`config.mk`:
```
export PLATFORM = sky130hd
export DESIGN_NAME = ied_dispatch
export DESIGN_NICKNAME = d
export VERILOG_FILES = /design/src/verilog/ied_pkg.sv /design/src/verilog/ied_dispatch.sv
export SDC_FILE = /design/constraint.sdc
export NUM_CORES = 1
export LEC_CHECK = 0
export ABC_CLOCK_PERIOD_IN_PS = 2800
export BUFFER_PORTS_ARGS = -buffer_cell sky130_fd_sc_hd__buf_2
export CAP_MARGIN = 20
export CORE_UTILIZATION = 50
export DETAILED_ROUTE_END_ITERATION = 7
export PLACE_DENSITY = 0.87
export SLEW_MARGIN = 15
export SYNTH_ARGS = -nofsm -noshare
export SYNTH_HDL_FRONTEND = slang
export SYNTH_SLANG_ARGS = --single-unit
export TNS_END_PERCENT = 20
```
`constraint.sdc`:
```
create_clock -name i_clk -period 2.8 [get_ports i_clk]
set_clock_uncertainty 0.05 [all_clocks]
set_input_delay 0.56 -clock i_clk [delete_from_list [all_inputs] [get_ports i_clk]]
set_output_delay 0.56 -clock i_clk [all_outputs]
set_load 0.05 [all_outputs]
```
`src/verilog/ied_pkg.sv`:
```
// Package for the interrupt and exception dispatch block
package ied_pkg;

  // ----------------------------------------------------------------
  // Register map (word-aligned byte addresses)
  // ----------------------------------------------------------------
  localparam logic [7:0] IED_CTRL_OFS = 8'h00;
  localparam logic [7:0] IED_HWREQ_OFS = 8'h04;
  localparam logic [7:0] IED_EXC_OFS = 8'h08;
  localparam logic [7:0] IED_ACKVEC_OFS = 8'h0c;
  localparam logic [7:0] IED_STATUS_OFS = 8'h10;
  localparam logic [7:0] IED_ENTRY_OFS = 8'h14;
  localparam logic [7:0] IED_RET_OFS = 8'h18;
  localparam logic [7:0] IED_INTERRUPT_RETURN_OFS = 8'h1c;

  // Control register fields
  localparam int IED_CTRL_IE_BIT = 0;
  localparam int IED_CTRL_TF_BIT = 1;
  localparam int IED_CTRL_OF_BIT = 2;
  localparam int IED_CTRL_ESCT_BIT = 3;
  localparam logic [3:0] IED_CTRL_RST = 4'h0;

  // Exception request codes (written to the exception register)
  localparam logic [3:0] IED_EX_NONE = 4'h0;
  localparam logic [3:0] IED_EX_DIVOVF = 4'h1;
  localparam logic [3:0] IED_EX_OVFTRAP = 4'h2;
  localparam logic [3:0] IED_EX_RANGE = 4'h3;
  localparam logic [3:0] IED_EX_UNDEF = 4'h4;
  localparam logic [3:0] IED_EX_ESC = 4'h5;
  localparam logic [3:0] IED_EX_SWINT = 4'h6;
  localparam logic [3:0] IED_EX_BRK = 4'h7;
  localparam logic [3:0] IED_EX_BOUNDARY = 4'h8;

  // Vector types
  localparam logic [7:0] IED_VT_DIV = 8'h00;
  localparam logic [7:0] IED_VT_STEP = 8'h01;
  localparam logic [7:0] IED_VT_NMI = 8'h02;
  localparam logic [7:0] IED_VT_BRK = 8'h03;
  localparam logic [7:0] IED_VT_OVF = 8'h04;
  localparam logic [7:0] IED_VT_RANGE = 8'h05;
  localparam logic [7:0] IED_VT_UNDEF = 8'h06;
  localparam logic [7:0] IED_VT_ESC = 8'h07;
  localparam logic [7:0] IED_VT_TMR0 = 8'h08;
  localparam logic [7:0] IED_VT_DMA0 = 8'h0a;
  localparam logic [7:0] IED_VT_DMA1 = 8'h0b;
  localparam logic [7:0] IED_VT_EXT0 = 8'h0c;
  localparam logic [7:0] IED_VT_TMR1 = 8'h12;
  localparam logic [7:0] IED_VT_TMR2 = 8'h13;
  localparam logic [7:0] IED_VT_RSVD_TOP = 8'h1f;
  localparam int IED_TABLE_ENTRIES = 256;
  localparam int IED_ENTRY_BYTES = 4;

  // Dispatch record handed to the sequencer
  typedef struct packed {
    logic [7:0] vtype;
    logic [9:0] entry_addr;
    logic [15:0] ret_ip;
    logic [15:0] saved_psw;
    logic via_ack;
  } ied_dispatch_t;

endpackage
```
`src/verilog/ied_dispatch.sv`:
```
// Interrupt and exception dispatch unit with an AHB-Lite register port
//
// The AHB-Lite register port and the register offsets are this design's own decisions.
`timescale 1ns/1ns
`default_nettype none

// Function
// - Save status word and return address on entry
// - Escape trap returns to opcode or prefix
// - Other exceptions return past faulting instruction
// - Table of 256 pointers, types 0-31 reserved
// - Entry address is type times four
// - External vector taken during acknowledge sequence
// - On-chip sources supply their own vectors
// - Exceptions internal; software traps reach all 256
// - Hardware sampled only at instruction boundaries
// - Quotient overflow raises type 0
// - Trace type 1, not after prefix/segment/wait
// - Breakpoint is type 3, offset 12
// - Overflow trap only when overflow flag set
// - Range check failure raises type 5
// - Undefined opcode raises type 6
// - Escape opcodes trap type 7 when enabled
// - Timers share one slot, 0 over 1 over 2
// - Default priority NMI, timers, reserved, DMA, external
// - Maskable sources need the enable flag
// - Entry clears enable after saving status
// - Return restores enable and trace; pending maskable serviced at once
// - Enabled routine may be preempted
// - Non-maskable ignores flag, clears it
// - Non-maskable uses type 2, no acknowledge
// - Step trap clears trace; return sets it
module ied_dispatch
  import ied_pkg::*;
#(
  parameter int EXT_LINES = 4
)(
  // Clock, reset, enable
  input wire logic i_clk,
  input wire logic i_rst_b,
  input wire logic i_ce,
  // AHB-Lite slave
  input wire logic i_hsel,
  input wire logic [31:0] i_haddr,
  input wire logic [1:0] i_htrans,
  input wire logic i_hwrite,
  input wire logic [2:0] i_hsize,
  input wire logic [31:0] i_hwdata,
  input wire logic i_hready,
  output logic [31:0] o_hrdata,
  output logic o_hreadyout,
  output logic o_hresp,
  // Non-maskable request pin
  input wire logic i_nmi,
  // Acknowledge sequence toward the external controller
  output logic o_ack_cycle,
  // Dispatch record
  output logic o_dispatch,
  output ied_dispatch_t o_disp
);

  // ----------------------------------------------------------------
  // Pin synchroniser
  // ----------------------------------------------------------------
  logic nmi_s1_r;
  logic nmi_s2_r;
  logic nmi_d_r;

  // Two flops before any logic reads the pin
  always_ff @(posedge i_clk or negedge i_rst_b)
  begin
    if (!i_rst_b)
    begin
      nmi_s1_r <= 1'b0;
      nmi_s2_r <= 1'b0;
      nmi_d_r <= 1'b0;
    end
    else if (i_ce)
    begin
      nmi_s1_r <= i_nmi;
      nmi_s2_r <= nmi_s1_r;
      nmi_d_r <= nmi_s2_r;
    end
  end

  // ----------------------------------------------------------------
  // Bus slave
  // ----------------------------------------------------------------
  logic ap_wr_r;
  logic ap_rd_r;
  logic [7:0] ap_addr_r;
  logic wr_go;

  // Zero wait states; response is always OKAY
  assign o_hreadyout = 1'b1;
  assign o_hresp = 1'b0;

  // Capture address phase
  always_ff @(posedge i_clk or negedge i_rst_b)
  begin
    if (!i_rst_b)
    begin
      ap_wr_r <= 1'b0;
      ap_rd_r <= 1'b0;
      ap_addr_r <= 8'h00;
    end
    else if (i_ce && i_hready)
    begin
      ap_wr_r <= i_hsel && i_htrans[1] && i_hwrite;
      ap_rd_r <= i_hsel && i_htrans[1] && !i_hwrite;
      ap_addr_r <= i_haddr[7:0];
    end
  end

  assign wr_go = ap_wr_r && i_ce;

  // ----------------------------------------------------------------
  // Software-visible state
  // ----------------------------------------------------------------
  logic ie_r;
  logic tf_r;
  logic of_r;
  logic esct_r;
  logic [15:0] hwreq_r;
  logic [7:0] ackvec_r;
  logic [15:0] next_ip_r;
  logic [15:0] cur_ip_r;
  logic prefix;
  logic [7:0] swvec;
  logic step_blk;
  logic [3:0] exc_code;
  logic boundary;
  logic interrupt_return_go;
  logic [15:0] interrupt_return_psw;

  // Exception register: [3:0] code, [7:4] unused, [15:8] vector
  // [16] seg-override prefix present, [17] step-blocking instruction
  assign exc_code = wr_go && (ap_addr_r == IED_EXC_OFS) ? i_hwdata[3:0] : IED_EX_NONE;
  assign boundary = exc_code != IED_EX_NONE;
  assign interrupt_return_go = wr_go && (ap_addr_r == IED_INTERRUPT_RETURN_OFS);
  assign interrupt_return_psw = i_hwdata[15:0];

  // Return-address register: [15:0] next IP, [31:16] current IP
  always_ff @(posedge i_clk or negedge i_rst_b)
  begin
    if (!i_rst_b)
    begin
      next_ip_r <= 16'h0000;
      cur_ip_r <= 16'h0000;
      hwreq_r <= 16'h0000;
      ackvec_r <= 8'h00;
      esct_r <= 1'b0;
      of_r <= 1'b0;
    end
    else if (wr_go)
    begin
      if (ap_addr_r == IED_RET_OFS)
      begin
        next_ip_r <= i_hwdata[15:0];
        cur_ip_r <= i_hwdata[31:16];
      end
      if (ap_addr_r == IED_HWREQ_OFS)
        hwreq_r <= i_hwdata[15:0];
      if (ap_addr_r == IED_ACKVEC_OFS)
        ackvec_r <= i_hwdata[7:0];
      if (ap_addr_r == IED_CTRL_OFS)
      begin
        esct_r <= i_hwdata[IED_CTRL_ESCT_BIT];
        of_r <= i_hwdata[IED_CTRL_OF_BIT];
      end
    end
  end

  // Per-instruction attributes ride on the same data phase as the code;
  // a latched copy would lag the boundary by one write
  assign prefix = i_hwdata[16];
  assign swvec = i_hwdata[15:8];
  assign step_blk = i_hwdata[17];

  // ----------------------------------------------------------------
  // Source selection
  // ----------------------------------------------------------------
  logic exc_take;
  logic [7:0] exc_vt;
  logic hw_take;
  logic [7:0] hw_vt;
  logic hw_ack;
  logic step_take;
  logic nmi_edge;
  logic nmi_pend_r;

  // Non-maskable is edge-triggered and held until serviced
  assign nmi_edge = nmi_s2_r && !nmi_d_r;

  // Map the instruction outcome to an internal vector
  always_comb
  begin
    exc_take = 1'b0;
    exc_vt = IED_VT_DIV;
    unique case (exc_code)
      IED_EX_DIVOVF:
      begin
        exc_take = 1'b1;
        exc_vt = IED_VT_DIV;
      end
      IED_EX_OVFTRAP:
      begin
        exc_take = of_r;
        exc_vt = IED_VT_OVF;
      end
      IED_EX_RANGE:
      begin
        exc_take = 1'b1;
        exc_vt = IED_VT_RANGE;
      end
      IED_EX_UNDEF:
      begin
        exc_take = 1'b1;
        exc_vt = IED_VT_UNDEF;
      end
      IED_EX_ESC:
      begin
        exc_take = esct_r;
        exc_vt = IED_VT_ESC;
      end
      IED_EX_SWINT:
      begin
        exc_take = 1'b1;
        exc_vt = swvec;
      end
      IED_EX_BRK:
      begin
        exc_take = 1'b1;
        exc_vt = IED_VT_BRK;
      end
      default:
      begin
        exc_take = 1'b0;
        exc_vt = IED_VT_DIV;
      end
    endcase
  end

  // Trace trap after most instructions, blocked after some kinds
  assign step_take = boundary && tf_r && !step_blk;

  // Fixed default priority; hwreq bits: 0-2 timers, 3-4 DMA, 5-8 lines, 9-12 cascade flags
  always_comb
  begin
    hw_take = 1'b0;
    hw_vt = IED_VT_TMR0;
    hw_ack = 1'b0;
    // On a return the restored enable decides, not the cleared one
    if (interrupt_return_go ? interrupt_return_psw[IED_CTRL_IE_BIT] : ie_r)
    begin
      if (hwreq_r[0])
      begin
        hw_take = 1'b1;
        hw_vt = IED_VT_TMR0;
      end
      else if (hwreq_r[1])
      begin
        hw_take = 1'b1;
        hw_vt = IED_VT_TMR1;
      end
      else if (hwreq_r[2])
      begin
        hw_take = 1'b1;
        hw_vt = IED_VT_TMR2;
      end
      else if (hwreq_r[3])
      begin
        hw_take = 1'b1;
        hw_vt = IED_VT_DMA0;
      end
      else if (hwreq_r[4])
      begin
        hw_take = 1'b1;
        hw_vt = IED_VT_DMA1;
      end
      else
      begin
        for (int k = EXT_LINES - 1; k >= 0; k--)
        begin
          if (hwreq_r[5 + k])
          begin
            hw_take = 1'b1;
            hw_vt = IED_VT_EXT0 + 8'(k);
            hw_ack = hwreq_r[9 + k]; // Cascaded line needs the controller
          end
        end
      end
    end
  end

  // ----------------------------------------------------------------
  // Dispatch
  // ----------------------------------------------------------------
  logic fire;
  logic [7:0] vt;
  logic via_ack;
  logic [15:0] ret_ip;
  logic [15:0] psw_now;
  logic nmi_take;

  function automatic logic [9:0] entry_of(input logic [7:0] t);
    entry_of = {t, 2'b00};
  endfunction

  assign psw_now = {12'h000, esct_r, of_r, tf_r, ie_r};

  // Exceptions and software traps first, then NMI, then trace, then maskable
  always_comb
  begin
    fire = 1'b0;
    vt = IED_VT_DIV;
    via_ack = 1'b0;
    nmi_take = 1'b0;
    ret_ip = next_ip_r;
    if (exc_take)
    begin
      fire = 1'b1;
      vt = exc_vt;
      if (exc_code == IED_EX_ESC)
        ret_ip = prefix ? cur_ip_r - 16'h0001 : cur_ip_r;
    end
    else if (boundary && (nmi_pend_r || nmi_edge))
    begin
      fire = 1'b1;
      nmi_take = 1'b1;
      vt = IED_VT_NMI;
    end
    else if (step_take)
    begin
      fire = 1'b1;
      vt = IED_VT_STEP;
    end
    else if ((boundary || interrupt_return_go) && hw_take)
    begin
      fire = 1'b1;
      vt = via_ack_vec(hw_ack, hw_vt);
      via_ack = hw_ack;
    end
  end

  function automatic logic [7:0] via_ack_vec(input logic a, input logic [7:0] v);
    via_ack_vec = a ? ackvec_r : v;
  endfunction

  // Latched non-maskable request, set wins over service
  always_ff @(posedge i_clk or negedge i_rst_b)
  begin
    if (!i_rst_b)
      nmi_pend_r <= 1'b0;
    else if (i_ce)
    begin
      // An edge served in its own cycle must not be remembered twice
      if (nmi_edge && (nmi_pend_r || !nmi_take))
        nmi_pend_r <= 1'b1;
      else if (nmi_take)
        nmi_pend_r <= 1'b0;
    end
  end

  // Enable and trace flags: entry clears after the status is saved
  always_ff @(posedge i_clk or negedge i_rst_b)
  begin
    if (!i_rst_b)
    begin
      ie_r <= IED_CTRL_RST[IED_CTRL_IE_BIT];
      tf_r <= IED_CTRL_RST[IED_CTRL_TF_BIT];
    end
    else if (i_ce)
    begin
      if (fire)
      begin
        ie_r <= 1'b0;
        tf_r <= 1'b0;
      end
      else if (interrupt_return_go)
      begin
        ie_r <= interrupt_return_psw[0];
        tf_r <= interrupt_return_psw[1];
      end
      else if (wr_go && ap_addr_r == IED_CTRL_OFS)
      begin
        ie_r <= i_hwdata[IED_CTRL_IE_BIT];
        tf_r <= i_hwdata[IED_CTRL_TF_BIT];
      end
    end
  end

  // Dispatch record: pushed status and return, then table fetch
  always_ff @(posedge i_clk or negedge i_rst_b)
  begin
    if (!i_rst_b)
    begin
      o_dispatch <= 1'b0;
      o_ack_cycle <= 1'b0;
      o_disp <= '0;
    end
    else if (i_ce)
    begin
      o_dispatch <= fire;
      o_ack_cycle <= fire && via_ack;
      if (fire)
      begin
        o_disp.saved_psw <= interrupt_return_go ? interrupt_return_psw : psw_now;
        o_disp.ret_ip <= ret_ip;
        o_disp.vtype <= vt;
        o_disp.entry_addr <= entry_of(vt);
        o_disp.via_ack <= via_ack;
      end
    end
  end

  // ----------------------------------------------------------------
  // Read data
  // ----------------------------------------------------------------
  always_ff @(posedge i_clk or negedge i_rst_b)
  begin
    if (!i_rst_b)
      o_hrdata <= 32'h0000_0000;
    else if (i_ce && i_hready && i_hsel && i_htrans[1] && !i_hwrite)
    begin
      unique case (i_haddr[7:0])
        IED_CTRL_OFS: o_hrdata <= {28'h0, psw_now[3:0]};
        IED_HWREQ_OFS: o_hrdata <= {16'h0, hwreq_r};
        IED_ACKVEC_OFS: o_hrdata <= {24'h0, ackvec_r};
        IED_STATUS_OFS: o_hrdata <= {31'h0, nmi_pend_r};
        IED_ENTRY_OFS: o_hrdata <= {6'h0, o_disp.entry_addr, o_disp.vtype, 8'h0};
        IED_RET_OFS: o_hrdata <= {o_disp.saved_psw, o_disp.ret_ip};
        default: o_hrdata <= 32'h0000_0000;
      endcase
    end
  end

  // ----------------------------------------------------------------
  // Checks
  // ----------------------------------------------------------------
  entry_times4_a: assert property (@(posedge i_clk) disable iff (!i_rst_b)
    o_dispatch |-> o_disp.entry_addr == {o_disp.vtype, 2'b00})
    else $error("entry address not type times four");
  mask_gate_a: assert property (@(posedge i_clk) disable iff (!i_rst_b)
    (i_ce && fire && !exc_take && !nmi_take && !step_take) |->
    (interrupt_return_go ? interrupt_return_psw[IED_CTRL_IE_BIT] : ie_r))
    else $error("maskable taken with enable clear");
  ie_clear_a: assert property (@(posedge i_clk) disable iff (!i_rst_b)
    (i_ce && fire) |=> !ie_r)
    else $error("enable flag not cleared on entry");
  brk_vec_a: assert property (@(posedge i_clk) disable iff (!i_rst_b)
    (i_ce && exc_code == IED_EX_BRK) |=> o_dispatch && o_disp.entry_addr == 10'd12)
    else $error("breakpoint not at offset 12");
  ovf_gate_a: assert property (@(posedge i_clk) disable iff (!i_rst_b)
    (i_ce && exc_code == IED_EX_OVFTRAP && !of_r && !tf_r && !nmi_pend_r && !nmi_edge
     && !hw_take) |=> !o_dispatch)
    else $error("overflow trap fired with flag clear");
  nmi_noack_a: assert property (@(posedge i_clk) disable iff (!i_rst_b)
    (o_dispatch && o_disp.vtype == IED_VT_NMI) |-> !o_ack_cycle)
    else $error("acknowledge run for non-maskable");
  step_clr_a: assert property (@(posedge i_clk) disable iff (!i_rst_b)
    (i_ce && fire && vt == IED_VT_STEP) |=> !tf_r)
    else $error("trace flag not cleared");
  save_psw_a: assert property (@(posedge i_clk) disable iff (!i_rst_b)
    (i_ce && fire && !interrupt_return_go) |=> o_disp.saved_psw[0] == $past(ie_r))
    else $error("saved status lost enable");

endmodule // ied_dispatch

`default_nettype wire

```
After elaboration in Yosys (flattened, before gate mapping)
Cells that the tools add are included.
{ "totals": {"ff_bits": 148, "inputBits": 76, "out_inout_bits": 87, "elab_cells": 138} }
{ "classes": {"add_sub_neg": 1, "eq_ne": 17, "muxes": 62, "n_reduce_logical": 37} }
{ "ops": {"columns": ["op", "n"], "rows": [
  ["$pmux 32 s6", 1],
  ["$mux 8", 14],
  ["$mux 16", 4],
  ["$pmux 8 s6", 1],
  ["$eq 8x5->1 const B", 5],
  ["$mux 1", 39],
  ["$eq 8x4->1 const B", 3],
  ["$logic_and 1x1->1", 17],
  ["$eq 4x3->1 const B", 4],
  ["$eq 8x3->1 const B", 2],
  ["$logic_not 8->1", 2],
  ["$sub 16x1->16 const B", 1],
  ["$reduce_and 2->1", 7],
  ["$eq 4x2->1 const B", 2],
  ["$reduce_or 5->1", 1],
  ["$eq 4x1->1 const B", 1],
  ["$logic_not 1->1", 4],
  ["$mux 4", 1],
  ["$reduce_bool 4->1", 1],
  ["$logic_or 1x1->1", 3],
  ["$mux 3", 1],
  ["$pmux 1 s3", 1],
  ["$reduce_bool 3->1", 1],
  ["$reduce_bool 2->1", 1]
]} }

Depth between registers and ports, before layout
{ "logic_depth": {"depth_word": 17, "depth_mapped": 9, "ltp_nobuf": 8} }

Worst setup path after synthesis
OpenSTA, ideal clock, no wires.
{ "synth_path": {"path_type": "input port to flip-flop", "from": "input port i_hwdata[16]", "to": "register o_disp[26] (netlist name)", "setup_time_ns": 0.128, "t_arrival_ns": 2.288, "t_required_ns": 2.622, "setup_slack_ns": 0.334, "stages": 7, "n_path_buf": 1, "path_cell_list": "or3b_1 > or3_1 > buf_2 > or4_1 > xor2_1 > o21ai_1 > mux2_1"} }
{ "synth_via": {"elab_chain_len": 3} }
{ "synth_rtl": {"columns": ["item", "line_no", "rtl"], "rows": [
  ["start, declared", "ied_dispatch.sv:48", "input wire logic [31:0] i_hwdata,"],
  ["$mux 16", "ied_dispatch.sv:325", "ret_ip = prefix ? cur_ip_r - 16'h0001 : cur_ip_r;"],
  ["$mux 16", "ied_dispatch.sv:324", "if (exc_code == IED_EX_ESC)"],
  ["$mux 16", "ied_dispatch.sv:320", "if (exc_take)"],
  ["end, declared", "ied_dispatch.sv:59", "output ied_dispatch_t o_disp"]
]} }
No other way between the ends.
A chain may end at the register's enable or synchronous reset.

Worst setup path in the final report
{ "layout_path": {"from": "register ap_addr_r[1]", "to": "register o_disp[2] (netlist name)"} }
{ "layout_via": {"elab_chain_len": 11, "word_cells_on_any_way": 28, "classes_between": "9 x eq/ne; 9 x mux; 10 x reduce/logical"} }
{ "layout_rtl": {"columns": ["item", "line_no", "rtl"], "rows": [
  ["start, declared", "ied_dispatch.sv:91", "logic [7:0] ap_addr_r;"],
  ["start signal, assigned", "ied_dispatch.sv:111", "ap_addr_r <= i_haddr[7:0];"],
  ["$eq 8x4->1", "ied_dispatch.sv:138", "assign exc_code = wr_go && (ap_addr_r == IED_EXC_OFS) ? i_hwdata[3:0] : IED_EX_NONE;"],
  ["$logic_and 1x1->1", "ied_dispatch.sv:138", null],
  ["$mux 4", "ied_dispatch.sv:138", null],
  ["$reduce_bool 4->1", "ied_dispatch.sv:139", "assign boundary = exc_code != IED_EX_NONE;"],
  ["$logic_or 1x1->1", "ied_dispatch.sv:338", "else if ((boundary || interrupt_return_go) && hw_take)"],
  ["$logic_and 1x1->1", "ied_dispatch.sv:338", null],
  ["$mux 1", "ied_dispatch.sv:338", null],
  ["$mux 1", "ied_dispatch.sv:333", "else if (step_take)"],
  ["$mux 1", "ied_dispatch.sv:327", "else if (boundary && (nmi_pend_r || nmi_edge))"],
  ["$mux 1", "ied_dispatch.sv:320", null],
  ["$reduce_and 2->1 (no line)", null, null]
]} }
Parallel ways exist; a longest one is shown, timed or not.

==> reports/qor.yml <==
syn_inst: 663
ys_ff_latch: 148
drive_above_1_share_pct: 33.9
routedWlPerCell_microns: 19.2
io_buffers: 130
die_h_microns: 120
grt_max_degree: 61
rsz0062_at_grt: "false"
synth_xor_xnor_area_share_pct: 1.64
synth_area_leaders: "dfrtp_1 (53%), mux2_2 (11%), nand2_1 (5.4%)"
synthMostInstantiatedCell: "dfrtp_1"
grt_first_pass_wirelength_microns: 30000
routed_wl_microns: 19000
drt_first_pass_iters: 5
grtUsageTotal_pct: 27.7
grt_pass1_vias: 5519
via_per_inst: 5.80
synth_simple_gate_area_share_pct: 15.5
nets: 881
cts.sinks: 148
ys_types: 55
htree_levels: 4
via_count: 5760
synth_edf_count: 0
worst_ep_required_time_ps: 3040
synth_area_leader_cell: "dfrtp_1"
postCtsSetupBuffers: 0
critPathKind: "reg2reg"
max_freq_mhz: 393
tns_ps: 0
numCtsBuffers: 17
yosys_warnings: 0
postSynthAreaPerCell_sq_um: 10.5
max_slew_margin_pct: 50.3
startpoint_type: "flop"
route.detailed.drc: 0
arrival_ps: 2780
end_kind: "flop"
synthArstFlopShare_pct: 100
post-place-cells: 961
muxShareOfSynthArea_pct: 13.2
rows: 42
n_antenna_cell: 0
period_minus_slack_ps: 2540
drv_cap: 0
synthFlopType: "dfrtp_1"
synth-seq-area-share_pct: 53.2
setup_viol: 0
synth_top_family_by_area: "simple AND/OR/NAND/NOR gates"
design.core.area_sq_mm: 0.0134
cts_buffer_depth: 2
drv_slew: 0
gp_congestion: 0.924
drtAntennaViolNets: 0
fp.dieW_microns: 120
hold_class: "in2async"
cts_tree: "done"
boundaryPins: 163
period_share_pct: 90.8
final_hold_viol_count: 0
initial_utilization_pct: 52.0
synth_compound_area_share_pct: 12.2
dpl.hpwl_microns: 13500
worstPathMaxFanout: 6
cellLeakagePower_uw: 0.00424
syn_area_sq_mm: 0.00696
cts_root_buf: "clkbuf_16"
area_delta_synth_final_pct: 23.0
synthTopCellsByCount: "dfrtp_1 (148), nand2_1 (100), mux2_2 (71)"
final_cells: 993
peakVddDrop_v: 0.000434
yosysTopAreaCellShare_pct: 53.2
drtIter0Drc: 550
clkTransAtPathRegs_ps: 60
status: "finished clean"
antenna_found_initial: 0
worst_pin_slew_ps: 738
grt.overflow.total: 0
postCtsHoldBufs: 0
dieArea_sq_mm: 0.0144
powerDensity_mw_per_mm2: 598
clkLatencyLatePin_ps: 420
synth_adder_area_share_pct: 0.180
==> worst paths after layout <==
| path | startpoint | endpoint | slack (ps) | depth (start not counted) |
|---|---|---|---|---|
| max | ap_addr_r[1] | o_disp[2] | 260 | 6 |
| min | i_rst_b | ap_addr_r[5] | 60 | 1 |
| max reg2reg | ap_addr_r[1] | o_disp[2] | 260 | 6 |
| min reg2reg | o_hrdata[16] | o_hrdata[16] | 410 | 2 |
| max in group asynchronous | i_rst_b | o_disp[18] | 1780 | 2 |
| min in group i_clk | i_hwdata[25] | cur_ip_r[9] | 320 | 2 |
==> per-stage QoR <==
step	worst slack, ps	utilization [%]	area (sq um)	power, uW	hold slack (ps)
after global placement	157	59.3	7950	2830	395
after floorplan	334	-	6970	2640	214
after detailed placement	126	59.3	7950	2850	400
after global routing	83.2	63.9	8560	5300	92.1
after CTS	148	63.9	8560	5150	69.4
final	257	63.9	8560	5120	55.6
==> power by group <==
group          switching, uW  total, uW  leakage [uW]  internal, uW
sequential              60.2       2280       0.00200          2220
combinational            368        535       0.00195           167
clock                    839       2310      0.000290          1470
==> registers in the layout (all words and copies together) (netlist names), 8 cells and up <==
signal     flops
cur_ip_r      16
ap_addr_r      8
next_ip_r     16
ackvec_r       8
o_hrdata      32
o_disp        41
hwreq_r       16
==> cells by family (layout without fill, tap and decap cells) <==
kind of cell               count (synthesis)  after routing
AOI/OAI and AO/OA                        131            131
DFF                                      148            148
and+or+nand+nor                          228            228
muxes                                     83             83
adders and majority gates                  1              1
other                                      2              4
buffers and inverters                     57            209
xor gates and xnor gates                  13             13
==> worst max-delay path, stage by stage (launching register included) <==
cell	delay [ps]
dfrtp_1	390
nor4b_1	530
nand2_1	170
buf_4	180
nor3_2	530
mux2i_1	430
o21ai_0	140
==> layout by cell type, fill, tap and decap left out, types with 9 or more instances in the layout <==
master,netlist,layout
dfrtp_1,148,148
buf_2,10,129
nand2_1,100,100
mux2_2,71,71
o21ai_0,56,56
nor2_1,51,50
buf_4,12,34
clkbuf_16,0,17
a21oi_1,16,16
nand3_1,15,15
a222oi_1,11,11
a221oi_1,12,11
mux2i_1,11,11
inv_1,10,10
xor2_1,9,9
==> what timing repair did <==
action | 4_1_cts | 5_1_grt
hold endpoints to repair | 0 | 0
resized for setup | 0 | 1
setup endpoints to repair | 0 | 6
==> final cells by class <==
class                   count  area, sq um
flip-flops and latches    148         3700
clock buffers              24          482
fillers                  1074         4840
repair buffers            167          972
inverters                  10         37.5
well taps                 176          220
clock inverters             8          124
multi-input cells         460         3020
==> per-layer routing <==
layer	part of all wire [%]	vias to the layer above	GRT usage, %	routed length, microns
met3	8.3	27	7.46	1580
li1	-	2637	-	-
met2	47	277	42.6	9020
met1	43	2819	38.3	8090
met4	1.8	0	8.59	342
met5	0	-	0	0
(Power assumes the default switching activity.)
